`config.mk`:
```
export PLATFORM = sky130hd
export DESIGN_NAME = energy_mode_bank
export DESIGN_NICKNAME = d
export VERILOG_FILES = /design/src/rtl/wave_rate_div.v /design/src/rtl/active_terms.v /design/src/rtl/energy_mode_bank.v
export VERILOG_INCLUDE_DIRS = /design/src /design/src/rtl
export SDC_FILE = /design/constraint.sdc
export NUM_CORES = 2
export LEC_CHECK = 0
export ABC_AREA = 1
export BUFFER_PORTS_ARGS = -buffer_cell sky130_fd_sc_hd__buf_2
export CAP_MARGIN = 30
export CORE_ASPECT_RATIO = 0.5
export CORE_MARGIN = 5
export CORE_UTILIZATION = 45
export CTS_CLUSTER_DIAMETER = 100
export DETAILED_ROUTE_END_ITERATION = 6
export SYNTH_ARGS = -nofsm -noshare
export SYNTH_HDL_FRONTEND = slang
export SYNTH_SLANG_ARGS = --single-unit
```
`constraint.sdc`:
```
create_clock -name CLK_SYS -period 24 [get_ports CLK_SYS]
set_input_delay 1.2 -clock CLK_SYS [delete_from_list [all_inputs] [get_ports CLK_SYS]]
set_output_delay 1.2 -clock CLK_SYS [all_outputs]
set_load 0.01 [all_outputs]
```
`src/rtl/energy_mode_consts.vh`:
```
// Constants for the waveform and active energy mode register bank.
// Assumes inclusion by bare name from the design files of this block.
`ifndef ENERGY_MODE_CONSTS_VH
`define ENERGY_MODE_CONSTS_VH

////////////////////////////////////////////////////////////////////////////////
// Register indexes (byte address is four times the index)
`define IDX_WAV_MODE 8'h0C
`define IDX_WAT_MODE 8'h0D
`define IDX_FREQ_NUM 8'h10
`define IDX_IRQ_STAT 8'h11
`define IDX_IRQ_MASK 8'h12

////////////////////////////////////////////////////////////////////////////////
// Reset values
`define WAV_MODE_RST 8'h00
`define WAT_MODE_RST 8'h3F
`define IRQ_MASK_RST 4'h0

////////////////////////////////////////////////////////////////////////////////
// Field positions
`define WAV_SRC_LSB 0
`define WAV_RATE_LSB 3
`define WAV_SWAP_BIT 5
`define LWAT_SEL_LSB 0
`define WAT_SEL_LSB 3
`define WAT_FORM_LSB 6
`define NUM_NEG_LSB 12

////////////////////////////////////////////////////////////////////////////////
// Waveform sources and active formulas
`define SRC_VA 3'h0
`define SRC_VB 3'h1
`define SRC_VC 3'h2
`define SRC_IA 3'h3
`define SRC_IB 3'h4
`define SRC_IC 3'h5
`define FORM_SUM3 2'h0
`define FORM_AC_MB 2'h1
`define FORM_A_MB 2'h2

////////////////////////////////////////////////////////////////////////////////
// Timing: input clock / 3 / (128 << rate)
`define WAV_PRE_DIV 3
`define WAV_BASE_DIV 128

`endif

```
`src/rtl/wave_rate_div.v`:
```
// Waveform update rate divider: one-cycle tick every 3 * (128 << rate) clocks.
// Assumes one clock; rate is steady register state on the same clock.
`timescale 1ns/1ps
`default_nettype none
`include "energy_mode_consts.vh"

module wave_rate_div #(
    parameter PRE = `WAV_PRE_DIV,
    parameter BASE = `WAV_BASE_DIV
) (
    input wire clk,
    input wire rst,
    input wire [1:0] rate,
    output reg tick
);

    reg [1:0] pre_ff;
    reg [9:0] cnt_ff;
    wire pre_end;
    wire [10:0] limit;

    assign pre_end = (pre_ff == PRE[1:0] - 2'h1);
    assign limit = (BASE[10:0] << rate) - 11'h001;

    ////////////////////////////////////////////////////////////////////////////
    // Divide by three, then by the selected power of two
    always @(posedge clk) begin
        if (rst) begin
            pre_ff <= 2'h0;
            cnt_ff <= 10'h000;
            tick <= 1'b0;
        end else begin
            tick <= 1'b0;
            pre_ff <= pre_end ? 2'h0 : pre_ff + 2'h1;
            if (pre_end) begin
                if ({1'b0, cnt_ff} >= limit) begin
                    cnt_ff <= 10'h000;
                    tick <= 1'b1;
                end else begin
                    cnt_ff <= cnt_ff + 10'h001;
                end
            end
        end
    end

endmodule
`default_nettype wire

```
`src/rtl/active_terms.v`:
```
// Active energy formula terms from the per-phase voltage and current samples.
// Assumes signed samples; purely combinational.
`timescale 1ns/1ps
`default_nettype none
`include "energy_mode_consts.vh"

module active_terms #(
    parameter W = 16
) (
    input wire signed [W-1:0] va,
    input wire signed [W-1:0] vb,
    input wire signed [W-1:0] vc,
    input wire signed [W-1:0] ia,
    input wire signed [W-1:0] ib,
    input wire signed [W-1:0] ic,
    input wire [1:0] formula,
    output reg signed [2*W:0] term_a,
    output reg signed [2*W:0] term_b,
    output reg signed [2*W:0] term_c
);

    wire signed [W:0] ia_mb;
    wire signed [W:0] ic_mb;
    wire signed [2*W:0] pa_mb;
    wire signed [2*W:0] pc_mb;
    wire signed [2*W:0] pa;
    wire signed [2*W:0] pb;
    wire signed [2*W:0] pc;

    assign ia_mb = ia - ib;
    assign ic_mb = ic - ib;
    assign pa_mb = va * ia_mb;
    assign pc_mb = vc * ic_mb;
    assign pa = va * ia;
    assign pb = vb * ib;
    assign pc = vc * ic;

    ////////////////////////////////////////////////////////////////////////////
    // Formula select; reserved code falls back to the plain sum
    always @* begin
        term_a = pa;
        term_b = pb;
        term_c = pc;
        case (formula)
            `FORM_AC_MB: begin
                term_a = pa_mb;
                term_b = {(2*W+1){1'b0}};
                term_c = pc_mb;
            end
            `FORM_A_MB: begin
                term_a = pa_mb;
                term_b = {(2*W+1){1'b0}};
            end
            default: begin
                term_a = pa;
            end
        endcase
    end

endmodule
`default_nettype wire

```
`src/rtl/energy_mode_bank.v`:
```
// Waveform and active energy mode register bank with APB register access.
// Assumes APB master on CLK_SYS; sample inputs come from logic on CLK_SYS.
//
// Function
// - Source field bits 0-2 picks VA VB VC IA IB IC; 6, 7 reserved
// - Rate field bits 3-4 sets update rate clock/3/128 up to /1024
// - Bit 5 swaps reactive into line active, line active into apparent
// - Watt mode bits 0-2 gate line active terms, bit 2 first
// - Watt mode bits 3-5 gate active terms, bit 5 first, reset ones
// - Same bits arm per-phase negative power flags in numerator bits 12-14
// - Second term is phase B product or zero per formula
// - Watt mode bits 6-7 choose the active energy formula
//
// Decided for this implementation: the APB interface to the registers.
`timescale 1ns/1ps
`default_nettype none
`include "energy_mode_consts.vh"

module energy_mode_bank #(
    parameter SMP_W = 16,
    parameter ACC_W = 48
) (
    input wire CLK_SYS,
    input wire RST,
    input wire PSEL,
    input wire PENABLE,
    input wire PWRITE,
    input wire [7:0] PADDR,
    input wire [31:0] PWDATA,
    output reg [31:0] PRDATA,
    output reg PREADY,
    output reg PSLVERR,
    input wire SAMPLE_VALID,
    input wire signed [SMP_W-1:0] VA,
    input wire signed [SMP_W-1:0] VB,
    input wire signed [SMP_W-1:0] VC,
    input wire signed [SMP_W-1:0] IA,
    input wire signed [SMP_W-1:0] IB,
    input wire signed [SMP_W-1:0] IC,
    input wire signed [2*SMP_W:0] LINE_REACTIVE_INC,
    input wire signed [2*SMP_W:0] LINE_APPARENT_INC,
    output reg signed [SMP_W-1:0] WAVE_SAMPLE,
    output reg WAVE_VALID,
    output reg signed [ACC_W-1:0] ACTIVE_ENERGY,
    output reg signed [ACC_W-1:0] LINE_ACTIVE_ENERGY,
    output reg signed [ACC_W-1:0] LINE_APPARENT_ENERGY,
    output reg [2:0] NEG_POWER,
    output reg IRQ
);

    localparam TW = 2 * SMP_W + 1;
    localparam SW = TW + 2;

    ////////////////////////////////////////////////////////////////////////////
    // Register index decode
    function is_reg;
        input [7:0] addr;
        input [7:0] idx;
        begin
            is_reg = (addr[1:0] == 2'h0) && (addr[7:2] == idx[5:0]);
        end
    endfunction

    // Sign extension of a power sum to accumulator width
    function [ACC_W-1:0] sext;
        input [SW-1:0] val;
        begin
            sext = {{(ACC_W-SW){val[SW-1]}}, val};
        end
    endfunction

    ////////////////////////////////////////////////////////////////////////////
    // Declarations
    reg [7:0] waveform_sampling_mode_ff;
    reg [7:0] active_energy_term_mode_ff;
    reg [3:0] irq_stat_ff;
    reg [3:0] irq_mask_ff;
    reg [3:0] nxt_irq_stat;
    reg [31:0] nxt_rdata;
    reg nxt_err;
    wire [2:0] nxt_neg;
    reg signed [SMP_W-1:0] nxt_wave;
    reg wave_src_ok;

    wire setup_cyc;
    wire access_done;
    wire wr_en;
    wire addr_ok;
    wire wave_tick;
    wire [2:0] waveform_source_select;
    wire [1:0] waveform_rate_select;
    wire line_reactive_swap_enable;
    wire [2:0] line_active_term_select;
    wire [2:0] active_term_select;
    wire [1:0] active_formula_select;
    wire [31:0] freq_output_numerator;
    wire signed [TW-1:0] term_a;
    wire signed [TW-1:0] term_b;
    wire signed [TW-1:0] term_c;
    wire signed [TW-1:0] terms [0:2];
    wire signed [SW-1:0] act_g [0:2];
    wire signed [SW-1:0] line_g [0:2];
    wire signed [SW-1:0] act_pwr;
    wire signed [SW-1:0] line_act_pwr;
    wire signed [SW-1:0] reactive_ext;
    wire signed [SW-1:0] apparent_ext;
    wire [3:0] irq_events;

    ////////////////////////////////////////////////////////////////////////////
    // Field views of the mode registers
    assign waveform_source_select = waveform_sampling_mode_ff[`WAV_SRC_LSB +: 3];
    assign waveform_rate_select = waveform_sampling_mode_ff[`WAV_RATE_LSB +: 2];
    assign line_reactive_swap_enable = waveform_sampling_mode_ff[`WAV_SWAP_BIT];
    assign line_active_term_select = active_energy_term_mode_ff[`LWAT_SEL_LSB +: 3];
    assign active_term_select = active_energy_term_mode_ff[`WAT_SEL_LSB +: 3];
    assign active_formula_select = active_energy_term_mode_ff[`WAT_FORM_LSB +: 2];
    assign freq_output_numerator = {17'h00000, NEG_POWER, 12'h000};

    ////////////////////////////////////////////////////////////////////////////
    // APB handshake decode
    assign setup_cyc = PSEL && !PENABLE;
    assign access_done = PSEL && PENABLE && PREADY;
    assign wr_en = access_done && PWRITE && !PSLVERR;
    assign addr_ok = is_reg(PADDR, `IDX_WAV_MODE) || is_reg(PADDR, `IDX_WAT_MODE) ||
        is_reg(PADDR, `IDX_FREQ_NUM) || is_reg(PADDR, `IDX_IRQ_STAT) ||
        is_reg(PADDR, `IDX_IRQ_MASK);

    ////////////////////////////////////////////////////////////////////////////
    // Read data mux, captured in the setup cycle
    always @* begin
        nxt_rdata = 32'h00000000;
        nxt_err = !addr_ok;
        if (is_reg(PADDR, `IDX_WAV_MODE)) begin
            nxt_rdata = {24'h000000, waveform_sampling_mode_ff};
        end else if (is_reg(PADDR, `IDX_WAT_MODE)) begin
            nxt_rdata = {24'h000000, active_energy_term_mode_ff};
        end else if (is_reg(PADDR, `IDX_FREQ_NUM)) begin
            nxt_rdata = freq_output_numerator;
        end else if (is_reg(PADDR, `IDX_IRQ_STAT)) begin
            nxt_rdata = {28'h0000000, irq_stat_ff};
        end else if (is_reg(PADDR, `IDX_IRQ_MASK)) begin
            nxt_rdata = {28'h0000000, irq_mask_ff};
        end
    end

    always @(posedge CLK_SYS) begin
        if (RST) begin
            PRDATA <= 32'h00000000;
            PREADY <= 1'b0;
            PSLVERR <= 1'b0;
        end else if (setup_cyc) begin
            PRDATA <= PWRITE ? 32'h00000000 : nxt_rdata;
            PREADY <= 1'b1;
            PSLVERR <= nxt_err;
        end else if (access_done) begin
            PRDATA <= 32'h00000000;
            PREADY <= 1'b0;
            PSLVERR <= 1'b0;
        end
    end

    ////////////////////////////////////////////////////////////////////////////
    // Mode registers
    always @(posedge CLK_SYS) begin
        if (RST) begin
            waveform_sampling_mode_ff <= `WAV_MODE_RST;
            active_energy_term_mode_ff <= `WAT_MODE_RST;
            irq_mask_ff <= `IRQ_MASK_RST;
        end else if (wr_en) begin
            if (is_reg(PADDR, `IDX_WAV_MODE)) begin
                waveform_sampling_mode_ff <= PWDATA[7:0];
            end
            if (is_reg(PADDR, `IDX_WAT_MODE)) begin
                active_energy_term_mode_ff <= PWDATA[7:0];
            end
            if (is_reg(PADDR, `IDX_IRQ_MASK)) begin
                irq_mask_ff <= PWDATA[3:0];
            end
        end
    end

    ////////////////////////////////////////////////////////////////////////////
    // Waveform sample path
    wave_rate_div u_rate (
        .clk(CLK_SYS),
        .rst(RST),
        .rate(waveform_rate_select),
        .tick(wave_tick)
    );

    always @* begin
        nxt_wave = {SMP_W{1'b0}};
        wave_src_ok = 1'b1;
        case (waveform_source_select)
            `SRC_VA: nxt_wave = VA;
            `SRC_VB: nxt_wave = VB;
            `SRC_VC: nxt_wave = VC;
            `SRC_IA: nxt_wave = IA;
            `SRC_IB: nxt_wave = IB;
            `SRC_IC: nxt_wave = IC;
            default: wave_src_ok = 1'b0;
        endcase
    end

    always @(posedge CLK_SYS) begin
        if (RST) begin
            WAVE_SAMPLE <= {SMP_W{1'b0}};
            WAVE_VALID <= 1'b0;
        end else begin
            WAVE_VALID <= wave_tick && wave_src_ok;
            if (!wave_src_ok) begin
                WAVE_SAMPLE <= {SMP_W{1'b0}};
            end else if (wave_tick) begin
                WAVE_SAMPLE <= nxt_wave;
            end
        end
    end

    ////////////////////////////////////////////////////////////////////////////
    // Formula terms and per-term gating
    active_terms #(
        .W(SMP_W)
    ) u_terms (
        .va(VA),
        .vb(VB),
        .vc(VC),
        .ia(IA),
        .ib(IB),
        .ic(IC),
        .formula(active_formula_select),
        .term_a(term_a),
        .term_b(term_b),
        .term_c(term_c)
    );

    assign terms[0] = term_a;
    assign terms[1] = term_b;
    assign terms[2] = term_c;

    genvar g;
    generate
        for (g = 0; g < 3; g = g + 1) begin : gate
            // Term g is selected by bit (2 - g) of each three-bit field
            assign act_g[g] = active_term_select[2-g] ?
                {{2{terms[g][TW-1]}}, terms[g]} : {SW{1'b0}};
            assign line_g[g] = line_active_term_select[2-g] ?
                {{2{terms[g][TW-1]}}, terms[g]} : {SW{1'b0}};
            assign nxt_neg[g] = active_term_select[2-g] && terms[g][TW-1];
        end
    endgenerate

    assign act_pwr = act_g[0] + act_g[1] + act_g[2];
    assign line_act_pwr = line_g[0] + line_g[1] + line_g[2];
    assign reactive_ext = {{2{LINE_REACTIVE_INC[TW-1]}}, LINE_REACTIVE_INC};
    assign apparent_ext = {{2{LINE_APPARENT_INC[TW-1]}}, LINE_APPARENT_INC};

    ////////////////////////////////////////////////////////////////////////////
    // Energy accumulation per input sample
    always @(posedge CLK_SYS) begin
        if (RST) begin
            ACTIVE_ENERGY <= {ACC_W{1'b0}};
            LINE_ACTIVE_ENERGY <= {ACC_W{1'b0}};
            LINE_APPARENT_ENERGY <= {ACC_W{1'b0}};
            NEG_POWER <= 3'h0;
        end else if (SAMPLE_VALID) begin
            ACTIVE_ENERGY <= ACTIVE_ENERGY + sext(act_pwr);
            NEG_POWER <= nxt_neg;
            if (line_reactive_swap_enable) begin
                LINE_ACTIVE_ENERGY <= LINE_ACTIVE_ENERGY + sext(reactive_ext);
                LINE_APPARENT_ENERGY <= LINE_APPARENT_ENERGY + sext(line_act_pwr);
            end else begin
                LINE_ACTIVE_ENERGY <= LINE_ACTIVE_ENERGY + sext(line_act_pwr);
                LINE_APPARENT_ENERGY <= LINE_APPARENT_ENERGY + sext(apparent_ext);
            end
        end
    end

    ////////////////////////////////////////////////////////////////////////////
    // Interrupt status: bit 0 waveform ready, bits 1-3 negative power A B C
    assign irq_events = {SAMPLE_VALID ? nxt_neg : 3'h0, wave_tick && wave_src_ok};

    always @* begin
        nxt_irq_stat = irq_stat_ff;
        if (wr_en && is_reg(PADDR, `IDX_IRQ_STAT)) begin
            nxt_irq_stat = irq_stat_ff & ~PWDATA[3:0];
        end
        nxt_irq_stat = nxt_irq_stat | irq_events;
    end

    always @(posedge CLK_SYS) begin
        if (RST) begin
            irq_stat_ff <= 4'h0;
            IRQ <= 1'b0;
        end else begin
            irq_stat_ff <= nxt_irq_stat;
            IRQ <= |(nxt_irq_stat & irq_mask_ff);
        end
    end

endmodule
`default_nettype wire

```
## Word level (Yosys, flattened, before mapping)

Index checks and enable logic that the tools add are counted.

| storage, ports and cells | value |
|---|---|
| flip-flop bits (word level) | 236 |
| latch bits | 0 |
| bits in writable memories | 0 |
| memory bits (read-only) | 0 |
| input port bits | 208 |
| output and inout bits | 199 |
| memories kept | 0 |

| cells by class | value |
|---|---|
| $add $sub $neg | 14 |
| multipliers | 5 |
| div/mod/pow operators | 0 |
| $lt $le $gt $ge | 1 |
| eq/ne operators | 13 |
| shift operators | 1 |
| muxes and demuxes | 28 |
| bitwise operators | 6 |
| reduce and logical (&&, ||, !) cells | 34 |

Operators with widths:

| kind | count |
|---|---|
| adder 48 bit | 5 |
| 2-to-1 mux 35 bit | 6 |
| adder 35 bit | 4 |
| 2-to-1 mux 33 bit | 3 |
| multiplier 16 x 16 -> 32 bit | 3 |
| 2-to-1 mux 32 bit | 3 |
| 2-to-1 mux 48 bit | 2 |
| case mux 16 bit (6 select lines) | 1 |
| multiplier 16 x 17 -> 33 bit | 2 |
| 2-to-1 mux 15 bit | 3 |
| subtractor 16 x 16 -> 17 bit | 2 |
| equality test 6 x 5 -> 1 bit, second input constant | 3 |
| logical AND 1 bit | 15 |
| equality test 6 x 4 -> 1 bit, second input constant | 2 |
| 2-to-1 mux 4 bit | 3 |
| greater-or-equal comparator 10 x 11 -> 1 bit | 1 |
| << shifter 8 x 2 -> 11 bit, first input constant | 1 |
| subtractor 11 x 1 -> 11 bit, second input constant | 1 |
| adder 10 x 1 -> 10 bit, second input constant | 1 |
| 2-to-1 mux 10 bit | 1 |
| AND 4 bit | 2 |
| OR reduction 2 bit | 4 |
| equality test 3 x 2 -> 1 bit, second input constant | 2 |
| equality test 3 bit, second input constant | 2 |
| other kinds (17) | 30 |

## Logic depth before layout (Yosys ltp)

| logic depth | value |
|---|---|
| depth after elaboration | 9 |
| depth in mapped cells | 72 |
| mapped depth without buffers | 71 |

## Hierarchy

From an unflattened synthesis, not the netlist that was laid out.

| second synthesis, totals | value |
|---|---|
| cells, all modules | 11936 |
| area, all modules | 82066.2 sq um |

By module, submodules not included:

| module | instances | cells an instance | area an instance (sq um) | seq. area each (sq um) |
|---|---|---|---|---|
| active_terms | 1 | 7675 | 56110.1 | 0.0 |
| energy_mode_bank | 1 | 4160 | 25255.5 | 4043.9 |
| wave_rate_div | 1 | 101 | 700.7 | 260.2 |

## Least setup slack after synthesis

OpenSTA, ideal clock, no wires.

| timing path | value |
|---|---|
| kind | input-to-reg |
| from | input port IC[1] |
| to | register LINE_ACTIVE_ENERGY[42] |
| arrival time | 11.754 ns |
| required time | 23.885 ns |
| path slack | 12.131 ns |
| stages on the path | 61 |
| cells stage by stage | clkbuf_1 -> clkbuf_1 -> inv_1 -> fa_1 -> inv_1 -> nand3_1 -> nand2_1 -> a21oi_1 -> o21ai_2 -> nand2_1 -> nand2_1 -> nand2_1 -> nand2_1 -> nand3_1 -> nand3_1 -> nand2_4 -> nor2_1 -> inv_1 -> [25 not listed] -> nand2_1 -> nor2_1 -> nand3_2 -> nand4_1 -> nand3_2 -> nand2_2 -> inv_1 -> ha_1 -> nand2_1 -> nor2_1 -> inv_1 -> nor2_1 -> and3_1 -> nand3_1 -> o211ai_1 -> nor2_1 -> o21ai_0 -> inv_1 |

| between the ends | value |
|---|---|
| word-level cells in the longest chain between the ends | 7 |
| elaborated cells between the ends (all ways) | 8 |
| those cells by class | add/sub (3); mul (2); mux (3) |

Ends and longest elaborated chain:

| element | RTL line | text |
|---|---|---|
| from (decl) | energy_mode_bank.v:39 | `input wire signed [SMP_W-1:0] IC,` |
| subtractor 16 x 16 -> 17 bit | active_terms.v:31 | `assign ic_mb = ic - ib;` |
| multiplier 16 x 17 -> 33 bit | active_terms.v:33 | `assign pc_mb = vc * ic_mb;` |
| 2-to-1 mux 33 bit * | active_terms.v:44 | `case (formula)` |
| 2-to-1 mux 35 bit * | energy_mode_bank.v:246 | `assign line_g[g] = line_active_term_select[2-g] ?` |
| adder 35 bit * | energy_mode_bank.v:253 | `assign line_act_pwr = line_g[0] + line_g[1] + line_g[2];` |
| adder 48 bit * | energy_mode_bank.v:272 | `LINE_ACTIVE_ENERGY <= LINE_ACTIVE_ENERGY + sext(line_act_pwr);` |
| 2-to-1 mux 48 bit * | energy_mode_bank.v:268 | `if (line_reactive_swap_enable) begin` |
| to (signal assigned) | energy_mode_bank.v:262 | `LINE_ACTIVE_ENERGY <= {ACC_W{1'b0}};` |
| to (signal assigned) | energy_mode_bank.v:269 | `LINE_ACTIVE_ENERGY <= LINE_ACTIVE_ENERGY + sext(reactive_ext);` |
| to (signal assigned) | energy_mode_bank.v:272 |  |
| to (decl) | energy_mode_bank.v:45 | `output reg signed [ACC_W-1:0] LINE_ACTIVE_ENERGY,` |

Every way passes the cells marked *; elsewhere a longest branch is shown, timed or not.
A chain may end at the register's enable or synchronous reset.

## Worst setup path after layout

| timing path | value |
|---|---|
| from | input port IC[0] |
| to | register LINE_APPARENT_ENERGY[44] |

| between the ends | value |
|---|---|
| word-level cells in the longest chain between the ends | 7 |
| elaborated cells between the ends (all ways) | 8 |
| those cells by class | add/sub (3); mul (2); mux (3) |

Ends and longest elaborated chain:

| element | RTL line | text |
|---|---|---|
| subtractor 16 x 16 -> 17 bit | active_terms.v:31 |  |
| multiplier 16 x 17 -> 33 bit | active_terms.v:33 |  |
| 2-to-1 mux 33 bit * | active_terms.v:44 |  |
| 2-to-1 mux 35 bit * | energy_mode_bank.v:246 |  |
| adder 35 bit * | energy_mode_bank.v:253 |  |
| adder 48 bit * | energy_mode_bank.v:270 | `LINE_APPARENT_ENERGY <= LINE_APPARENT_ENERGY + sext(line_act_pwr);` |
| 2-to-1 mux 48 bit * | energy_mode_bank.v:268 |  |
| to (signal assigned) | energy_mode_bank.v:263 | `LINE_APPARENT_ENERGY <= {ACC_W{1'b0}};` |
| to (signal assigned) | energy_mode_bank.v:270 |  |
| to (signal assigned) | energy_mode_bank.v:273 | `LINE_APPARENT_ENERGY <= LINE_APPARENT_ENERGY + sext(apparent_ext);` |
| to (decl) | energy_mode_bank.v:46 | `output reg signed [ACC_W-1:0] LINE_APPARENT_ENERGY,` |

Marked as above.

==> results.md <==
* Post-synthesis sequential area ratio at 5.39%
* Drt pass-1 iters at 6
* Drt initial violations at 6461
* Synthesized netlist cell count at 11.2k
* Required time worst endpoint at 24550 ps
* Final-report hold violation count at 0
* Die W at 605 um
* Synthesis warning total at 0
* Clk Latency, worst-skew pair at 650 ps
* GPL Wtd Cong at 1.02
* Most used cell, CP: nand2_1
* CP Capture Type: register
* Max Clock Freq at 69.5 MHz
* Slowest CP cell: fa_1
* Port bufs at 361
* Global Route Usage Sum at 31.0%
* H-tree depth at 1
* Num CTS Buffers at 25
* Via density at 5.34
* Overflow after GRT at 0
* Die extent in y at 308 um
* Most frequent cells in the layout: inv_1 (2628), nand2_1 (2558), fa_1 (1404)
* RSZ-0062 raised after global routing: false
* EDFF count, synth at 0
* Cell variety after synth at 66
* I/O Pins at 407
* # DRC at 0
* Post-route clock period utilization at 59.9%
* Core area at 176000 um2
* Full die area at 186000 um2
* Sink Count at 215
* Async SR Flop Fraction at 0%
* Final ANT Viol Nets at 0
* DR vias at 73.5k
* Share of cells above drive strength 1 at 6.28%
* Largest net degree at the start of global routing at 91
* Initial Util at 45.2%
* Crit-path max FO at 17
* Crit-path max cell delay at 970 ps
* Clock-pin transition on the worst setup and hold timing paths at 70 ps
* Max_slew headroom at 20.8%
* Routed WL per cell at 21.0 um
* Setup TNS at 0 ps
* Layout Nets at 13.6k
* Setup Crit Path Kind: in2reg
* Vias in the first global route at 72.7k
* CTS tree: yes
* Final Max Slew Viols at 0
* Post-cts sizing count at 0
* Hold Crit Class: reg2reg
* Global-route wire length before repair at 443000 um
* Status: completed
* Area Overhead vs Synth at 6.17%
* Post-CTS Setup Inserts at 0
* Site Rows at 109
* Syn avg cell area at 7.10 um2
* Slew @ Worst Pin at 1190 ps
* Yosys reg bits at 215
* Cts hold-fix bufs at 0
* Root buffer cell: clkbuf_16
* Worst Setup Start Kind: input port
* Worst-case clock buffer depth at 3
* Initial antenna violation count at 20
* Max Clock Skew at 46.4 ps
* Setup Viol. Count Final at 0
* Max-Cap Viols at 0
* Area of the mapped netlist at 79800 um2
* Data arrival, critical path at 14930 ps
* Min cycle time layout at 14380 ps
* Routed wire length at 290000 um
* Commonest non-fill, non-tap cell in the layout: inv_1
* Hpwl dp at 245000 um
* Main synth FF type: dfxtp_1
[logic make-up (layout without fill, tap and decap cells)]
kind of cell / count (synthesis) / after routing / share of synthesized area [%]
AND/OR/NAND/NOR: 4308 / 4308 / 22.0
other: 1 / 30 / 0.00470
flip-flops: 215 / 215 / 5.39
AO/OA/AOI/OAI: 1366 / 1366 / 9.95
adder cells (fa/ha/maj): 2073 / 2073 / 45.7
multiplexers: 8 / 8 / 0.100
XOR/XNOR: 206 / 206 / 2.28
buffers and inverters: 3061 / 3165 / 14.5
[registers in the layout, summed over array words and instances (netlist names)]
signal / count
ACTIVE_ENERGY: 48
LINE_ACTIVE_ENERGY: 48
LINE_APPARENT_ENERGY: 48
WAVE_SAMPLE: 16
PRDATA: 11
u_rate.cnt_ff: 10
active_energy_term_mode_ff: 8
waveform_sampling_mode_ff: 8
irq_mask_ff: 4
irq_stat_ff: 4
NEG_POWER: 3
u_rate.pre_ff: 2
IRQ: 1
PREADY: 1
PSLVERR: 1
WAVE_VALID: 1
u_rate.tick: 1
[area by class of cell]
| cell class | count | area (um2) |
|---|---|---|
| Inverter | 2681 | 10100 |
| Sequential cell | 215 | 4310 |
| Clock inverter | 14 | 221 |
| Timing Repair Buffer | 440 | 2440 |
| Multi-Input combinational cell | 7982 | 64000 |
| Tap cell | 2386 | 2990 |
| Antenna cell | 9 | 22.5 |
| Fill cell | 18400 | 91800 |
| Clock buffer | 30 | 684 |
[synth_stat cells, types with 22 or more instances]
| cell | n | area [um2] |
|---|---|---|
| inv_1 | 2629 | 9870 |
| nand2_1 | 2558 | 9600 |
| fa_1 | 1404 | 28100 |
| nor2_1 | 1008 | 3780 |
| ha_1 | 669 | 8370 |
| a21oi_1 | 542 | 2710 |
| o21ai_0 | 399 | 2000 |
| nand3_1 | 395 | 1980 |
| clkbuf_1 | 324 | 1220 |
| dfxtp_1 | 215 | 4300 |
| xor2_1 | 124 | 1090 |
| nand4_1 | 94 | 588 |
| xnor2_1 | 80 | 701 |
| nor3_1 | 65 | 325 |
| or2_2 | 60 | 375 |
| a21o_1 | 52 | 390 |
| o21bai_1 | 49 | 368 |
| o211ai_1 | 48 | 360 |
| o21ai_1 | 40 | 200 |
| inv_2 | 31 | 116 |
| a31oi_1 | 29 | 181 |
| nand2_2 | 27 | 169 |
| or2_1 | 26 | 163 |
| buf_1 | 24 | 90.1 |
| a31o_2 | 23 | 201 |
| buf_4 | 23 | 173 |
| nor4_1 | 22 | 138 |
| o21a_1 | 22 | 165 |
[path summary, 6_finish.rpt]
kind	slack [ps]	endpoint	cells after the start	from
worst max-delay path	9620	LINE_APPARENT_ENERGY[44]$_SDFFE_PP0P_	57	IC[0]
worst min-delay path	410	u_rate.pre_ff[0]$_SDFF_PP0_	1	u_rate.pre_ff[0]$_SDFF_PP0_
worst max register to register	15810	LINE_APPARENT_ENERGY[40]$_SDFFE_PP0P_	31	active_energy_term_mode_ff[7]$_SDFFE_PP0P_
worst min register to register	410	u_rate.pre_ff[0]$_SDFF_PP0_	1	u_rate.pre_ff[0]$_SDFF_PP0_
[critical path: cells and delay by family]
kind / cells / cell delay (ps)
adders and majority gates: 12 / 6080
and+or+nand+nor: 24 / 3190
buffers and inverters: 10 / 1470
AOI/OAI and AO/OA: 11 / 2920
[through the flow]
stage          area, um2  worst slack, ps  std cells  hold slack [ps]  utilization [%]
2_1_floorplan      79900            12130      11300              392                -
3_3_place_gp       83700             9110      13700              401             47.4
3_5_place_dp       83700             9260      13700              413             47.4
4_1_cts            84600             9920      13700              422             48.0
5_1_grt            84700             8760      13800              442             48.0
6_report           84700             9620      13800              414             48.0
[per-layer routing]
layer	track usage (%)	routed length, um	part of all wire [%]	vias to the layer above
li1	-	-	-	34100
met1	43.3	125000	43	35900
met2	48.3	126000	44	2925
met3	5.75	25400	8.8	524
met4	10.9	12600	4.3	6
met5	0	57	0.020	-
Power is not shown: default switching activity piles up to over one toggle a cycle in this logic, so the estimate is an artifact.
